`src/ltr_consts.vh`:
```
// Constants for the logic trigger recognizer: register map, fields, timing
`ifndef LTR_CONSTS_VH
`define LTR_CONSTS_VH
// Register byte offsets
`define LTR_OFS_CTRL 12'h000
`define LTR_OFS_FUNC_A0 12'h004
`define LTR_OFS_FUNC_A1 12'h008
`define LTR_OFS_FUNC_B0 12'h00C
`define LTR_OFS_FUNC_B1 12'h010
`define LTR_OFS_FILTER 12'h014
`define LTR_OFS_STATUS 12'h018
`define LTR_OFS_IRQ_STAT 12'h01C
`define LTR_OFS_IRQ_MASK 12'h020
// Control register fields
`define LTR_CTRL_SEL_B 0
`define LTR_CTRL_SEQ 1
`define LTR_CTRL_QCLK_EN 2
`define LTR_CTRL_QCLK_FALL 3
`define LTR_CTRL_SW_RESET 4
// Product term fields: [3:0] care, [7:4] level, [9:8] edge channel,
// [11:10] edge mode (0 none, 1 rise, 2 fall, 3 either), [12] enable
`define LTR_PT_CARE_LO 0
`define LTR_PT_LVL_LO 4
`define LTR_PT_ECH_LO 8
`define LTR_PT_EMODE_LO 10
`define LTR_PT_EN 12
`define LTR_EDGE_NONE 2'h0
`define LTR_EDGE_RISE 2'h1
`define LTR_EDGE_FALL 2'h2
`define LTR_EDGE_ANY 2'h3
// Interrupt status bits
`define LTR_IRQ_ARM 0
`define LTR_IRQ_TRIG 1
`define LTR_IRQ_EXTRST 2
// Reset values
`define LTR_CTRL_RST 5'h00
`define LTR_PT_RST 13'h0000
`define LTR_FILTER_RST 5'h00
`define LTR_MASK_RST 3'h0
// Filter timing: longest hold 300 ns at a 10 ns clock
`define LTR_FILTER_MAX_NS 300
`define LTR_CLK_PERIOD_NS 10
`define LTR_FILTER_MAX_CYC (`LTR_FILTER_MAX_NS / `LTR_CLK_PERIOD_NS)
`endif

```
`src/ltr_recognizer.v`:
```
// Logic trigger recognizer top: APB registers, functions, sequencer, IRQ
`timescale 1ns/1ns
`include "ltr_consts.vh"

//////////////////////////////////////////////////////////////////////
// Register map, one 32-bit word per register
// 0x00 control: select B, sequential, qualify enable, qualify on fall, disarm
// 0x04 and 0x08 function A products, 0x0C and 0x10 function B products
// Product word: care mask, wanted levels, edge channel, edge mode, enable
// 0x14 filter hold in cycles, clamped to the 300 ns limit
// 0x18 status: armed, synced channels, hit A, hit B
// 0x1C event flags, write one to clear; 0x20 event mask
// Unmapped reads return zero and unmapped writes are dropped
//////////////////////////////////////////////////////////////////////

module ltr_recognizer (
   // Clock and reset
   input wire clock,
   input wire sys_rst,
   // APB slave
   input wire psel,
   input wire penable,
   input wire pwrite,
   input wire [11:0] paddr,
   input wire [31:0] pwdata,
   output reg [31:0] prdata,
   output wire pready,
   output wire pslverr,
   // Thresholded channels and qualify clock, asynchronous
   input wire [3:0] chan_level,
   input wire external_qualify_clock,
   // External reset from delay unit, asynchronous
   input wire ext_seq_reset,
   // Trigger outputs
   output reg trigger_out,
   output reg seq_gate,
   output reg trigger_monitor_trace,
   output wire irq
);
   localparam ST_IDLE = 1'b0;
   localparam ST_ARMED = 1'b1;
   // Longest filter hold in clock cycles
   localparam [31:0] FILT_MAX_W = `LTR_FILTER_MAX_CYC;
   localparam [4:0] FILT_MAX = FILT_MAX_W[4:0];

   //////////////////////////////////////////////////////////////////////
   // Registers
   reg [4:0] ctrl_ff;
   reg [12:0] fa0_ff;
   reg [12:0] fa1_ff;
   reg [12:0] fb0_ff;
   reg [12:0] fb1_ff;
   reg [4:0] filt_ff;
   reg [2:0] irq_stat_ff;
   reg [2:0] irq_mask_ff;
   reg [2:0] nxt_irq_stat;
   reg state_ff;
   reg nxt_state;

   // Synchronisers
   reg [3:0] ch_s1_ff;
   reg [3:0] ch_s2_ff;
   reg [3:0] ch_prev_ff;
   reg qc_s1_ff;
   reg qc_s2_ff;
   reg qc_prev_ff;
   reg rs_s1_ff;
   reg rs_s2_ff;
   reg rs_prev_ff;

   wire wr_en;
   wire rd_en;
   wire hit_a;
   wire hit_b;
   wire qual;
   wire ext_rst_pulse;
   wire sw_rst_pulse;
   reg hit_a_d_ff;
   reg hit_b_d_ff;
   wire rise_a;
   wire rise_b;
   reg ev_arm;
   reg ev_trig;

   //////////////////////////////////////////////////////////////////////
   // APB access, zero wait states
   assign pready = 1'b1;
   assign pslverr = 1'b0;
   assign wr_en = psel && penable && pwrite;
   assign rd_en = psel && !penable && !pwrite;
   always @(posedge clock) begin
      if (sys_rst) begin
         ctrl_ff <= `LTR_CTRL_RST;
         fa0_ff <= `LTR_PT_RST;
         fa1_ff <= `LTR_PT_RST;
         fb0_ff <= `LTR_PT_RST;
         fb1_ff <= `LTR_PT_RST;
         filt_ff <= `LTR_FILTER_RST;
         irq_mask_ff <= `LTR_MASK_RST;
      end else begin
         // Software reset bit is self-clearing
         ctrl_ff[`LTR_CTRL_SW_RESET] <= 1'b0;
         if (wr_en) begin
            if (paddr == `LTR_OFS_CTRL) begin
               ctrl_ff <= pwdata[4:0];
            end else if (paddr == `LTR_OFS_FUNC_A0) begin
               fa0_ff <= pwdata[12:0];
            end else if (paddr == `LTR_OFS_FUNC_A1) begin
               fa1_ff <= pwdata[12:0];
            end else if (paddr == `LTR_OFS_FUNC_B0) begin
               fb0_ff <= pwdata[12:0];
            end else if (paddr == `LTR_OFS_FUNC_B1) begin
               fb1_ff <= pwdata[12:0];
            end else if (paddr == `LTR_OFS_FILTER) begin
               // Whole word compared so large values clamp instead of wrapping
               filt_ff <= (pwdata > FILT_MAX_W) ? FILT_MAX : pwdata[4:0];
            end else if (paddr == `LTR_OFS_IRQ_MASK) begin
               irq_mask_ff <= pwdata[2:0];
            end
         end
      end
   end

   // Read data captured in setup, stable through access
   always @(posedge clock) begin
      if (sys_rst) begin
         prdata <= 32'h00000000;
      end else if (rd_en) begin
         if (paddr == `LTR_OFS_CTRL) begin
            prdata <= {27'h0000000, ctrl_ff};
         end else if (paddr == `LTR_OFS_FUNC_A0) begin
            prdata <= {19'h00000, fa0_ff};
         end else if (paddr == `LTR_OFS_FUNC_A1) begin
            prdata <= {19'h00000, fa1_ff};
         end else if (paddr == `LTR_OFS_FUNC_B0) begin
            prdata <= {19'h00000, fb0_ff};
         end else if (paddr == `LTR_OFS_FUNC_B1) begin
            prdata <= {19'h00000, fb1_ff};
         end else if (paddr == `LTR_OFS_FILTER) begin
            prdata <= {27'h0000000, filt_ff};
         end else if (paddr == `LTR_OFS_STATUS) begin
            prdata <= {25'h0000000, hit_b, hit_a, ch_s2_ff, state_ff};
         end else if (paddr == `LTR_OFS_IRQ_STAT) begin
            prdata <= {29'h00000000, irq_stat_ff};
         end else if (paddr == `LTR_OFS_IRQ_MASK) begin
            prdata <= {29'h00000000, irq_mask_ff};
         end else begin
            prdata <= 32'h00000000;
         end
      end
   end

   //////////////////////////////////////////////////////////////////////
   // Input synchronisers and previous samples
   always @(posedge clock) begin
      if (sys_rst) begin
         ch_s1_ff <= 4'h0;
         ch_s2_ff <= 4'h0;
         ch_prev_ff <= 4'h0;
         qc_s1_ff <= 1'b0;
         qc_s2_ff <= 1'b0;
         qc_prev_ff <= 1'b0;
         rs_s1_ff <= 1'b0;
         rs_s2_ff <= 1'b0;
         rs_prev_ff <= 1'b0;
      end else begin
         ch_s1_ff <= chan_level;
         ch_s2_ff <= ch_s1_ff;
         ch_prev_ff <= ch_s2_ff;
         qc_s1_ff <= external_qualify_clock;
         qc_s2_ff <= qc_s1_ff;
         qc_prev_ff <= qc_s2_ff;
         rs_s1_ff <= ext_seq_reset;
         rs_s2_ff <= rs_s1_ff;
         rs_prev_ff <= rs_s2_ff;
      end
   end

   //////////////////////////////////////////////////////////////////////
   // Trigger functions A and B
   ltr_function u_func_a (
      .clock(clock),
      .sys_rst(sys_rst),
      .term0_cfg(fa0_ff),
      .term1_cfg(fa1_ff),
      .filter_cyc(filt_ff),
      .lvl_now(ch_s2_ff),
      .lvl_prev(ch_prev_ff),
      .func_hit(hit_a)
   );

   ltr_function u_func_b (
      .clock(clock),
      .sys_rst(sys_rst),
      .term0_cfg(fb0_ff),
      .term1_cfg(fb1_ff),
      .filter_cyc(filt_ff),
      .lvl_now(ch_s2_ff),
      .lvl_prev(ch_prev_ff),
      .func_hit(hit_b)
   );

   // Qualify clock edge enables evaluation
   assign qual = !ctrl_ff[`LTR_CTRL_QCLK_EN] ||
      (ctrl_ff[`LTR_CTRL_QCLK_FALL] ? (qc_prev_ff && !qc_s2_ff) : (!qc_prev_ff && qc_s2_ff));

   // Recognition counts once per true interval, or once per qualify edge
   assign rise_a = qual && hit_a && (ctrl_ff[`LTR_CTRL_QCLK_EN] || !hit_a_d_ff);
   assign rise_b = qual && hit_b && (ctrl_ff[`LTR_CTRL_QCLK_EN] || !hit_b_d_ff);

   // Disarm requests: synced rising edge of the external reset, or software
   assign ext_rst_pulse = rs_s2_ff && !rs_prev_ff;
   assign sw_rst_pulse = ctrl_ff[`LTR_CTRL_SW_RESET];

   //////////////////////////////////////////////////////////////////////
   // Sequencer
   always @* begin
      nxt_state = state_ff;
      ev_arm = 1'b0;
      ev_trig = 1'b0;
      if (!ctrl_ff[`LTR_CTRL_SEQ]) begin
         nxt_state = ST_IDLE;
         ev_trig = ctrl_ff[`LTR_CTRL_SEL_B] ? rise_b : rise_a;
      end else begin
         case (state_ff)
            ST_IDLE: begin
               if (rise_a) begin
                  nxt_state = ST_ARMED;
                  ev_arm = 1'b1;
               end
            end
            ST_ARMED: begin
               if (ext_rst_pulse || sw_rst_pulse) begin
                  nxt_state = ST_IDLE;
               end else if (rise_b) begin
                  nxt_state = ST_IDLE;
                  ev_trig = 1'b1;
               end
            end
            default: begin
               nxt_state = ST_IDLE;
            end
         endcase
      end
   end

   // Sticky events; set wins over write-one-to-clear
   always @* begin
      nxt_irq_stat = irq_stat_ff;
      if (wr_en && (paddr == `LTR_OFS_IRQ_STAT)) begin
         nxt_irq_stat = irq_stat_ff & ~pwdata[2:0];
      end
      if (ev_arm) begin
         nxt_irq_stat[`LTR_IRQ_ARM] = 1'b1;
      end
      if (ev_trig) begin
         nxt_irq_stat[`LTR_IRQ_TRIG] = 1'b1;
      end
      if (ext_rst_pulse) begin
         nxt_irq_stat[`LTR_IRQ_EXTRST] = 1'b1;
      end
   end

   // Registered state and outputs
   always @(posedge clock) begin
      if (sys_rst) begin
         state_ff <= ST_IDLE;
         hit_a_d_ff <= 1'b0;
         hit_b_d_ff <= 1'b0;
         irq_stat_ff <= 3'h0;
         trigger_out <= 1'b0;
         seq_gate <= 1'b0;
         trigger_monitor_trace <= 1'b0;
      end else begin
         state_ff <= nxt_state;
         hit_a_d_ff <= hit_a;
         hit_b_d_ff <= hit_b;
         irq_stat_ff <= nxt_irq_stat;
         trigger_out <= ev_trig;
         seq_gate <= (nxt_state == ST_ARMED);
         trigger_monitor_trace <= ctrl_ff[`LTR_CTRL_SEQ] ? hit_b :
            (ctrl_ff[`LTR_CTRL_SEL_B] ? hit_b : hit_a);
      end
   end

   // Level interrupt while any unmasked flag is set
   assign irq = |(irq_stat_ff & irq_mask_ff);
endmodule // ltr_recognizer

```
`src/ltr_product.v`:
```
// One product term: level literals plus at most one edge literal
`timescale 1ns/1ns
`include "ltr_consts.vh"
module ltr_product (
   // Term configuration
   input wire [12:0] term_cfg,
   // Channel levels now and one cycle earlier
   input wire [3:0] lvl_now,
   input wire [3:0] lvl_prev,
   // Results
   output wire term_true,
   output wire term_has_edge
);
   wire [3:0] care;
   wire [3:0] want;
   wire [1:0] ech;
   wire [1:0] emode;
   wire levels_ok;
   wire edge_ok;
   wire cur;
   wire prv;
   assign care = term_cfg[`LTR_PT_CARE_LO +: 4];
   assign want = term_cfg[`LTR_PT_LVL_LO +: 4];
   assign ech = term_cfg[`LTR_PT_ECH_LO +: 2];
   assign emode = term_cfg[`LTR_PT_EMODE_LO +: 2];
   assign term_has_edge = term_cfg[`LTR_PT_EN] && (emode != `LTR_EDGE_NONE);
   // Edge channel is excluded from level matching so only one edge exists
   assign levels_ok = ((lvl_now ^ want) & care & ~(term_has_edge ? (4'h1 << ech) : 4'h0))
      == 4'h0;
   assign cur = lvl_now[ech];
   assign prv = lvl_prev[ech];
   // Edge detect against the previous sample
   assign edge_ok = (emode == `LTR_EDGE_RISE) ? (cur & ~prv) :
      (emode == `LTR_EDGE_FALL) ? (~cur & prv) :
      (emode == `LTR_EDGE_ANY) ? (cur ^ prv) : 1'b1;
   assign term_true = term_cfg[`LTR_PT_EN] && levels_ok && edge_ok;
endmodule // ltr_product

```
`src/ltr_function.v`:
```
// One trigger function: two product terms ORed, with glitch-qualify filter
`timescale 1ns/1ns
`include "ltr_consts.vh"
module ltr_function (
   // Clock and reset
   input wire clock,
   input wire sys_rst,
   // Configuration
   input wire [12:0] term0_cfg,
   input wire [12:0] term1_cfg,
   input wire [4:0] filter_cyc,
   // Channel samples
   input wire [3:0] lvl_now,
   input wire [3:0] lvl_prev,
   // Recognition, level true while raw function true and, for pure-level functions, filter expired
   output wire func_hit
);
   wire t0;
   wire t1;
   wire e0;
   wire e1;
   wire raw;
   wire has_edge;
   reg [4:0] cnt_ff;
   reg [4:0] nxt_cnt;
   ltr_product u_t0 (
      .term_cfg(term0_cfg),
      .lvl_now(lvl_now),
      .lvl_prev(lvl_prev),
      .term_true(t0),
      .term_has_edge(e0)
   );
   ltr_product u_t1 (
      .term_cfg(term1_cfg),
      .lvl_now(lvl_now),
      .lvl_prev(lvl_prev),
      .term_true(t1),
      .term_has_edge(e1)
   );
   // Sum of two products
   assign raw = t0 | t1;
   assign has_edge = e0 | e1;
   // Count continuous true cycles; false before expiry clears it
   always @* begin
      nxt_cnt = cnt_ff;
      if (!raw) begin
         nxt_cnt = 5'h00;
      end else if (cnt_ff < filter_cyc) begin
         nxt_cnt = cnt_ff + 5'h01;
      end
   end
   always @(posedge clock) begin
      if (sys_rst) begin
         cnt_ff <= 5'h00;
      end else begin
         cnt_ff <= nxt_cnt;
      end
   end
   // Filter only on pure-level functions
   assign func_hit = raw && (has_edge || (cnt_ff >= filter_cyc));
endmodule // ltr_function

```
`config.mk`:
```
export PLATFORM = sky130hd
export DESIGN_NAME = ltr_recognizer
export DESIGN_NICKNAME = d
export VERILOG_FILES = /design/src/ltr_recognizer.v /design/src/ltr_product.v /design/src/ltr_function.v
export VERILOG_INCLUDE_DIRS = /design/src
export SDC_FILE = /design/constraint.sdc
export NUM_CORES = 1
export LEC_CHECK = 0
export BUFFER_PORTS_ARGS = -buffer_cell sky130_fd_sc_hd__buf_2
export CORE_UTILIZATION = 29
export CTS_CLUSTER_DIAMETER = 150
export DETAILED_ROUTE_END_ITERATION = 6
export MAX_ROUTING_LAYER = met4
export PLACE_DENSITY_LB_ADDON = 0.05
export SYNTH_ARGS = -nofsm -noshare
export SYNTH_HDL_FRONTEND = slang
export SYNTH_HIERARCHICAL = 1
export SYNTH_SLANG_ARGS = --single-unit
```
`constraint.sdc`:
```
create_clock -name clock -period 3.25 [get_ports clock]
set_input_delay 0.325 -clock clock [delete_from_list [all_inputs] [get_ports clock]]
set_output_delay 0.325 -clock clock [all_outputs]
set_load 0.005 [all_outputs]
```
==> metrics.md <==
| Metric | Value |
|---|---|
| Outcome | `complete, no violations` |
| Largest net degree at the start of global routing | `approximately 70` |
| Vias | `roughly 6000` |
| Number of setup violations in the final report | `0` |
| First-pass GRT wire length | `about 35 mm` |
| Max Root-Sink Buffers | `2` |
| Cell taking the most area after synthesis | `dfxtp_1` |
| Port bufs | `between 70 and 80` |
| Core area | `21890 sq um` |
| FFs w/ async S/R, synth | `0` |
| Max cap viols | `0` |
| Final Hold Vio Count | `0` |
| Gpl congestion | `about 0.85` |
| Share of the synthesized area in the top cell type | `0.3506` |
| CTS Hold Buffers Added | `0` |
| RSZ-0062 raised after global routing | `no` |
| Via density | `roughly 5.2` |
| Final Cycle Share | `0.9299` |
| Antenna violations before repair | `0` |
| Layout Nets | `a little over 900` |
| Diodes inserted | `0` |
| Drt wl/cell | `19.97 microns` |
| Worst slack, placed | `193.1 ps` |
| Top cells by area, synth | `dfxtp_1, nand2_1, a21oi_1, mux2i_1, ha_1` |
| Total power | `roughly 3.5 mW` |
| Final worst-path setup slack | `around 230 ps` |
| Setup TNS | `0 ps` |
| Count of cell types in the netlist | `65` |
| Row count | `54` |
| Type of origin of the critical path | `register` |
| Post-route minimum period | `approximately 3000 ps` |
| Synth warn | `6` |
| Worst Tran Pin Value | `roughly 830 ps` |
| Design area | `approximately 7700 sq um` |
| DP HPWL | `roughly 17 mm` |
| Area of the multi-input gates | `roughly 3800 sq um` |
| Crit-path most repeated cell | `o211ai_1` |
| Fmax achieved | `~330 MHz` |
| FILL cells | `2309` |
| Vias in the first global route | `between 5000 and 6000` |
| # DRC | `0` |
| Max_slew headroom | `0.4358` |
| Number of CTS-inserted buffers | `17` |
| Ratio of cells with drive above 1 in the final layout | `0.2064` |
| Max stage delay on crit path | `570 ps` |
| Post-DP Area | `7138 sq um` |
| Post-Route WL | `~23 mm` |
| Worst-path clk slew | `60 ps` |
| Tot GR Track Use | `0.2045` |
| Cells after Synth | `791` |
| Sequential Area | `between 2000 and 2500 sq um` |
| Min-Delay Path Class | `in -> reg` |
| Yosys reg bits | `around 110` |
| DRT Pass-1 Iters | `5` |
| Detail Route Antenna Nets | `0` |
| Pleak | `roughly 2.8 nW` |
| Iter 0 DRT Violations | `420` |
| Register area share after synthesis | `0.3506` |
| EDFF count, synth | `0` |
| H-tree depth | `4` |
| Number of I/O pins | `just over 90` |
| Synth Area per Inst | `approximately 8.2 sq um` |
| WP buf/inv | `0` |
| Clock Skews | `7.902 ps` |
| Root Buffer | `clkbuf_16` |
| Final core utilization | `0.3530` |
| Clock latency on the worst-skew pair | `approximately 420 ps` |
| Leading cell types in the layout, fill and taps excluded | `nand2_1, dfxtp_1, a21oi_1` |
| Die Width | `151.8 microns` |
| Full die area | `between 20000 and 25000 sq um` |
| PwrDens | `~460 nW/um^2` |
| Postcts setup bufs | `0` |
| CP cell instances | `mux4_2, ha_1, nand2b_1, a311oi_2, o211ai_1, a22oi_2, o22a_2, mux2i_1, o32ai_1, o211ai_1, a21oi_1` |
| Post-synth top flop | `dfxtp_1` |
| Post-synthesis cell area | `between 6000 and 7000 sq um` |
| Pins Over Slew Limit | `0` |
| Worst EP arrival | `around 3400 ps` |
| Die height | `approximately 150 microns` |
| CTS tree | `yes` |
| Clk sinks | `114` |
| Crit path required time | `3600 ps` |
| Peak VDD IR | `between 200 and 250 uV` |
| Total grt overflow | `0` |
| Slowest CP cell | `mux4_2` |
| Commonest non-fill, non-tap cell in the layout | `nand2_1` |
| CP Max Fanout | `8` |
| Critical path endpoint category | `register` |
| Layout overhead on the synthesized area | `18.70%` |
| Cell family contributing the most delay on the critical path | `compound AO/OA/AOI/OAI gates` |
| Setup CP Type | `reg -> reg` |
| Starting density of the core | `0.2974` |
## routing by layer
layer  vias up  part of all wire  GRT usage
met5         -                 0          -
met4         0            0.0066    0.03857
met3        18             0.041    0.03423
met2       189              0.48     0.3351
met1      2936              0.47     0.2650
li1       2902                 -          -
## flip-flops by register name (all words and copies together), names as in the netlist, 3 cells and up
signal	flops
ch_prev_ff	4
ch_s1_ff	4
ch_s2_ff	4
ctrl_ff	5
fa0_ff	13
fa1_ff	13
fb0_ff	13
fb1_ff	13
filt_ff	5
irq_mask_ff	3
irq_stat_ff	3
prdata	13
u_func_a/cnt_ff	5
u_func_b/cnt_ff	5
## power breakdown
part           switching (mW)  internal, mW
registers              0.0119          1.41
logic                   0.136        0.0694
clock network           0.759          1.13
## cells in the mapped netlist, drive strengths merged, types with 8 or more instances
master    n
dfxtp   114
nand2   111
a21oi    84
nor2     65
inv      36
clkbuf   33
buf      31
mux2i    26
o21ai    23
nor2b    22
nand2b   21
ha       20
nand3    20
xor2     16
a211oi   14
a22oi    12
nand4    12
a221oi   10
nor3b    10
nor4     10
mux4      8
## timing repair
| item | 4_1_cts | 5_1_grt |
|---|---|---|
| hold endpoints to repair | 0 | 0 |
| gates resized for setup | 0 | 4 |
| endpoints found under the setup margin | 0 | 3 |
## logic make-up (layout without fill, tap and decap cells)
group / count (synthesis) / in the layout / share of synthesized area
AO/OA/AOI/OAI: 188 / 188 / 0.1943
XOR/XNOR: 18 / 18 / 0.02422
adder cells (fa/ha/maj): 20 / 20 / 0.03844
buffers and inverters: 100 / 162 / 0.07150
flip-flops: 114 / 114 / 0.3506
multiplexers: 38 / 38 / 0.07457
other: 2 / 21 / 0.001154
AND/OR/NAND/NOR: 311 / 311 / 0.2452
## per-stage QoR
stage / instances / hold WS (ps)
5_1_grt: 1152 / 103.0
4_1_cts: 1152 / 97.42
3_5_place_dp: 1120 / 420.4
3_3_place_gp: 1120 / 417.2
6_report: 1152 / 112.1
2_1_floorplan: 810 / 413.8
## path summary, 6_finish.rpt
| path | slack (ps) | depth (start not counted) | startpoint | end |
|---|---|---|---|---|
| hold / removal | 110 | 2 | external_qualify_clock | qc_s1_ff |
| setup / recovery | 230 | 11 | fa0_ff[8] | prdata[5] |
| setup reg to reg | 230 | 11 | fa0_ff[8] | prdata[5] |
| hold reg to reg | 430 | 1 | qc_s1_ff | qc_s2_ff |
## cell type report
type                       count  share of cell area
timing repair buffer          94             0.06865
clock buffer                  17             0.05505
clock inverter                15             0.02056
sequential                   114              0.2960
multi-input combinational    596              0.4969
inverter                      36             0.01749
tap                          280             0.04534
(Power assumes the default switching activity.)
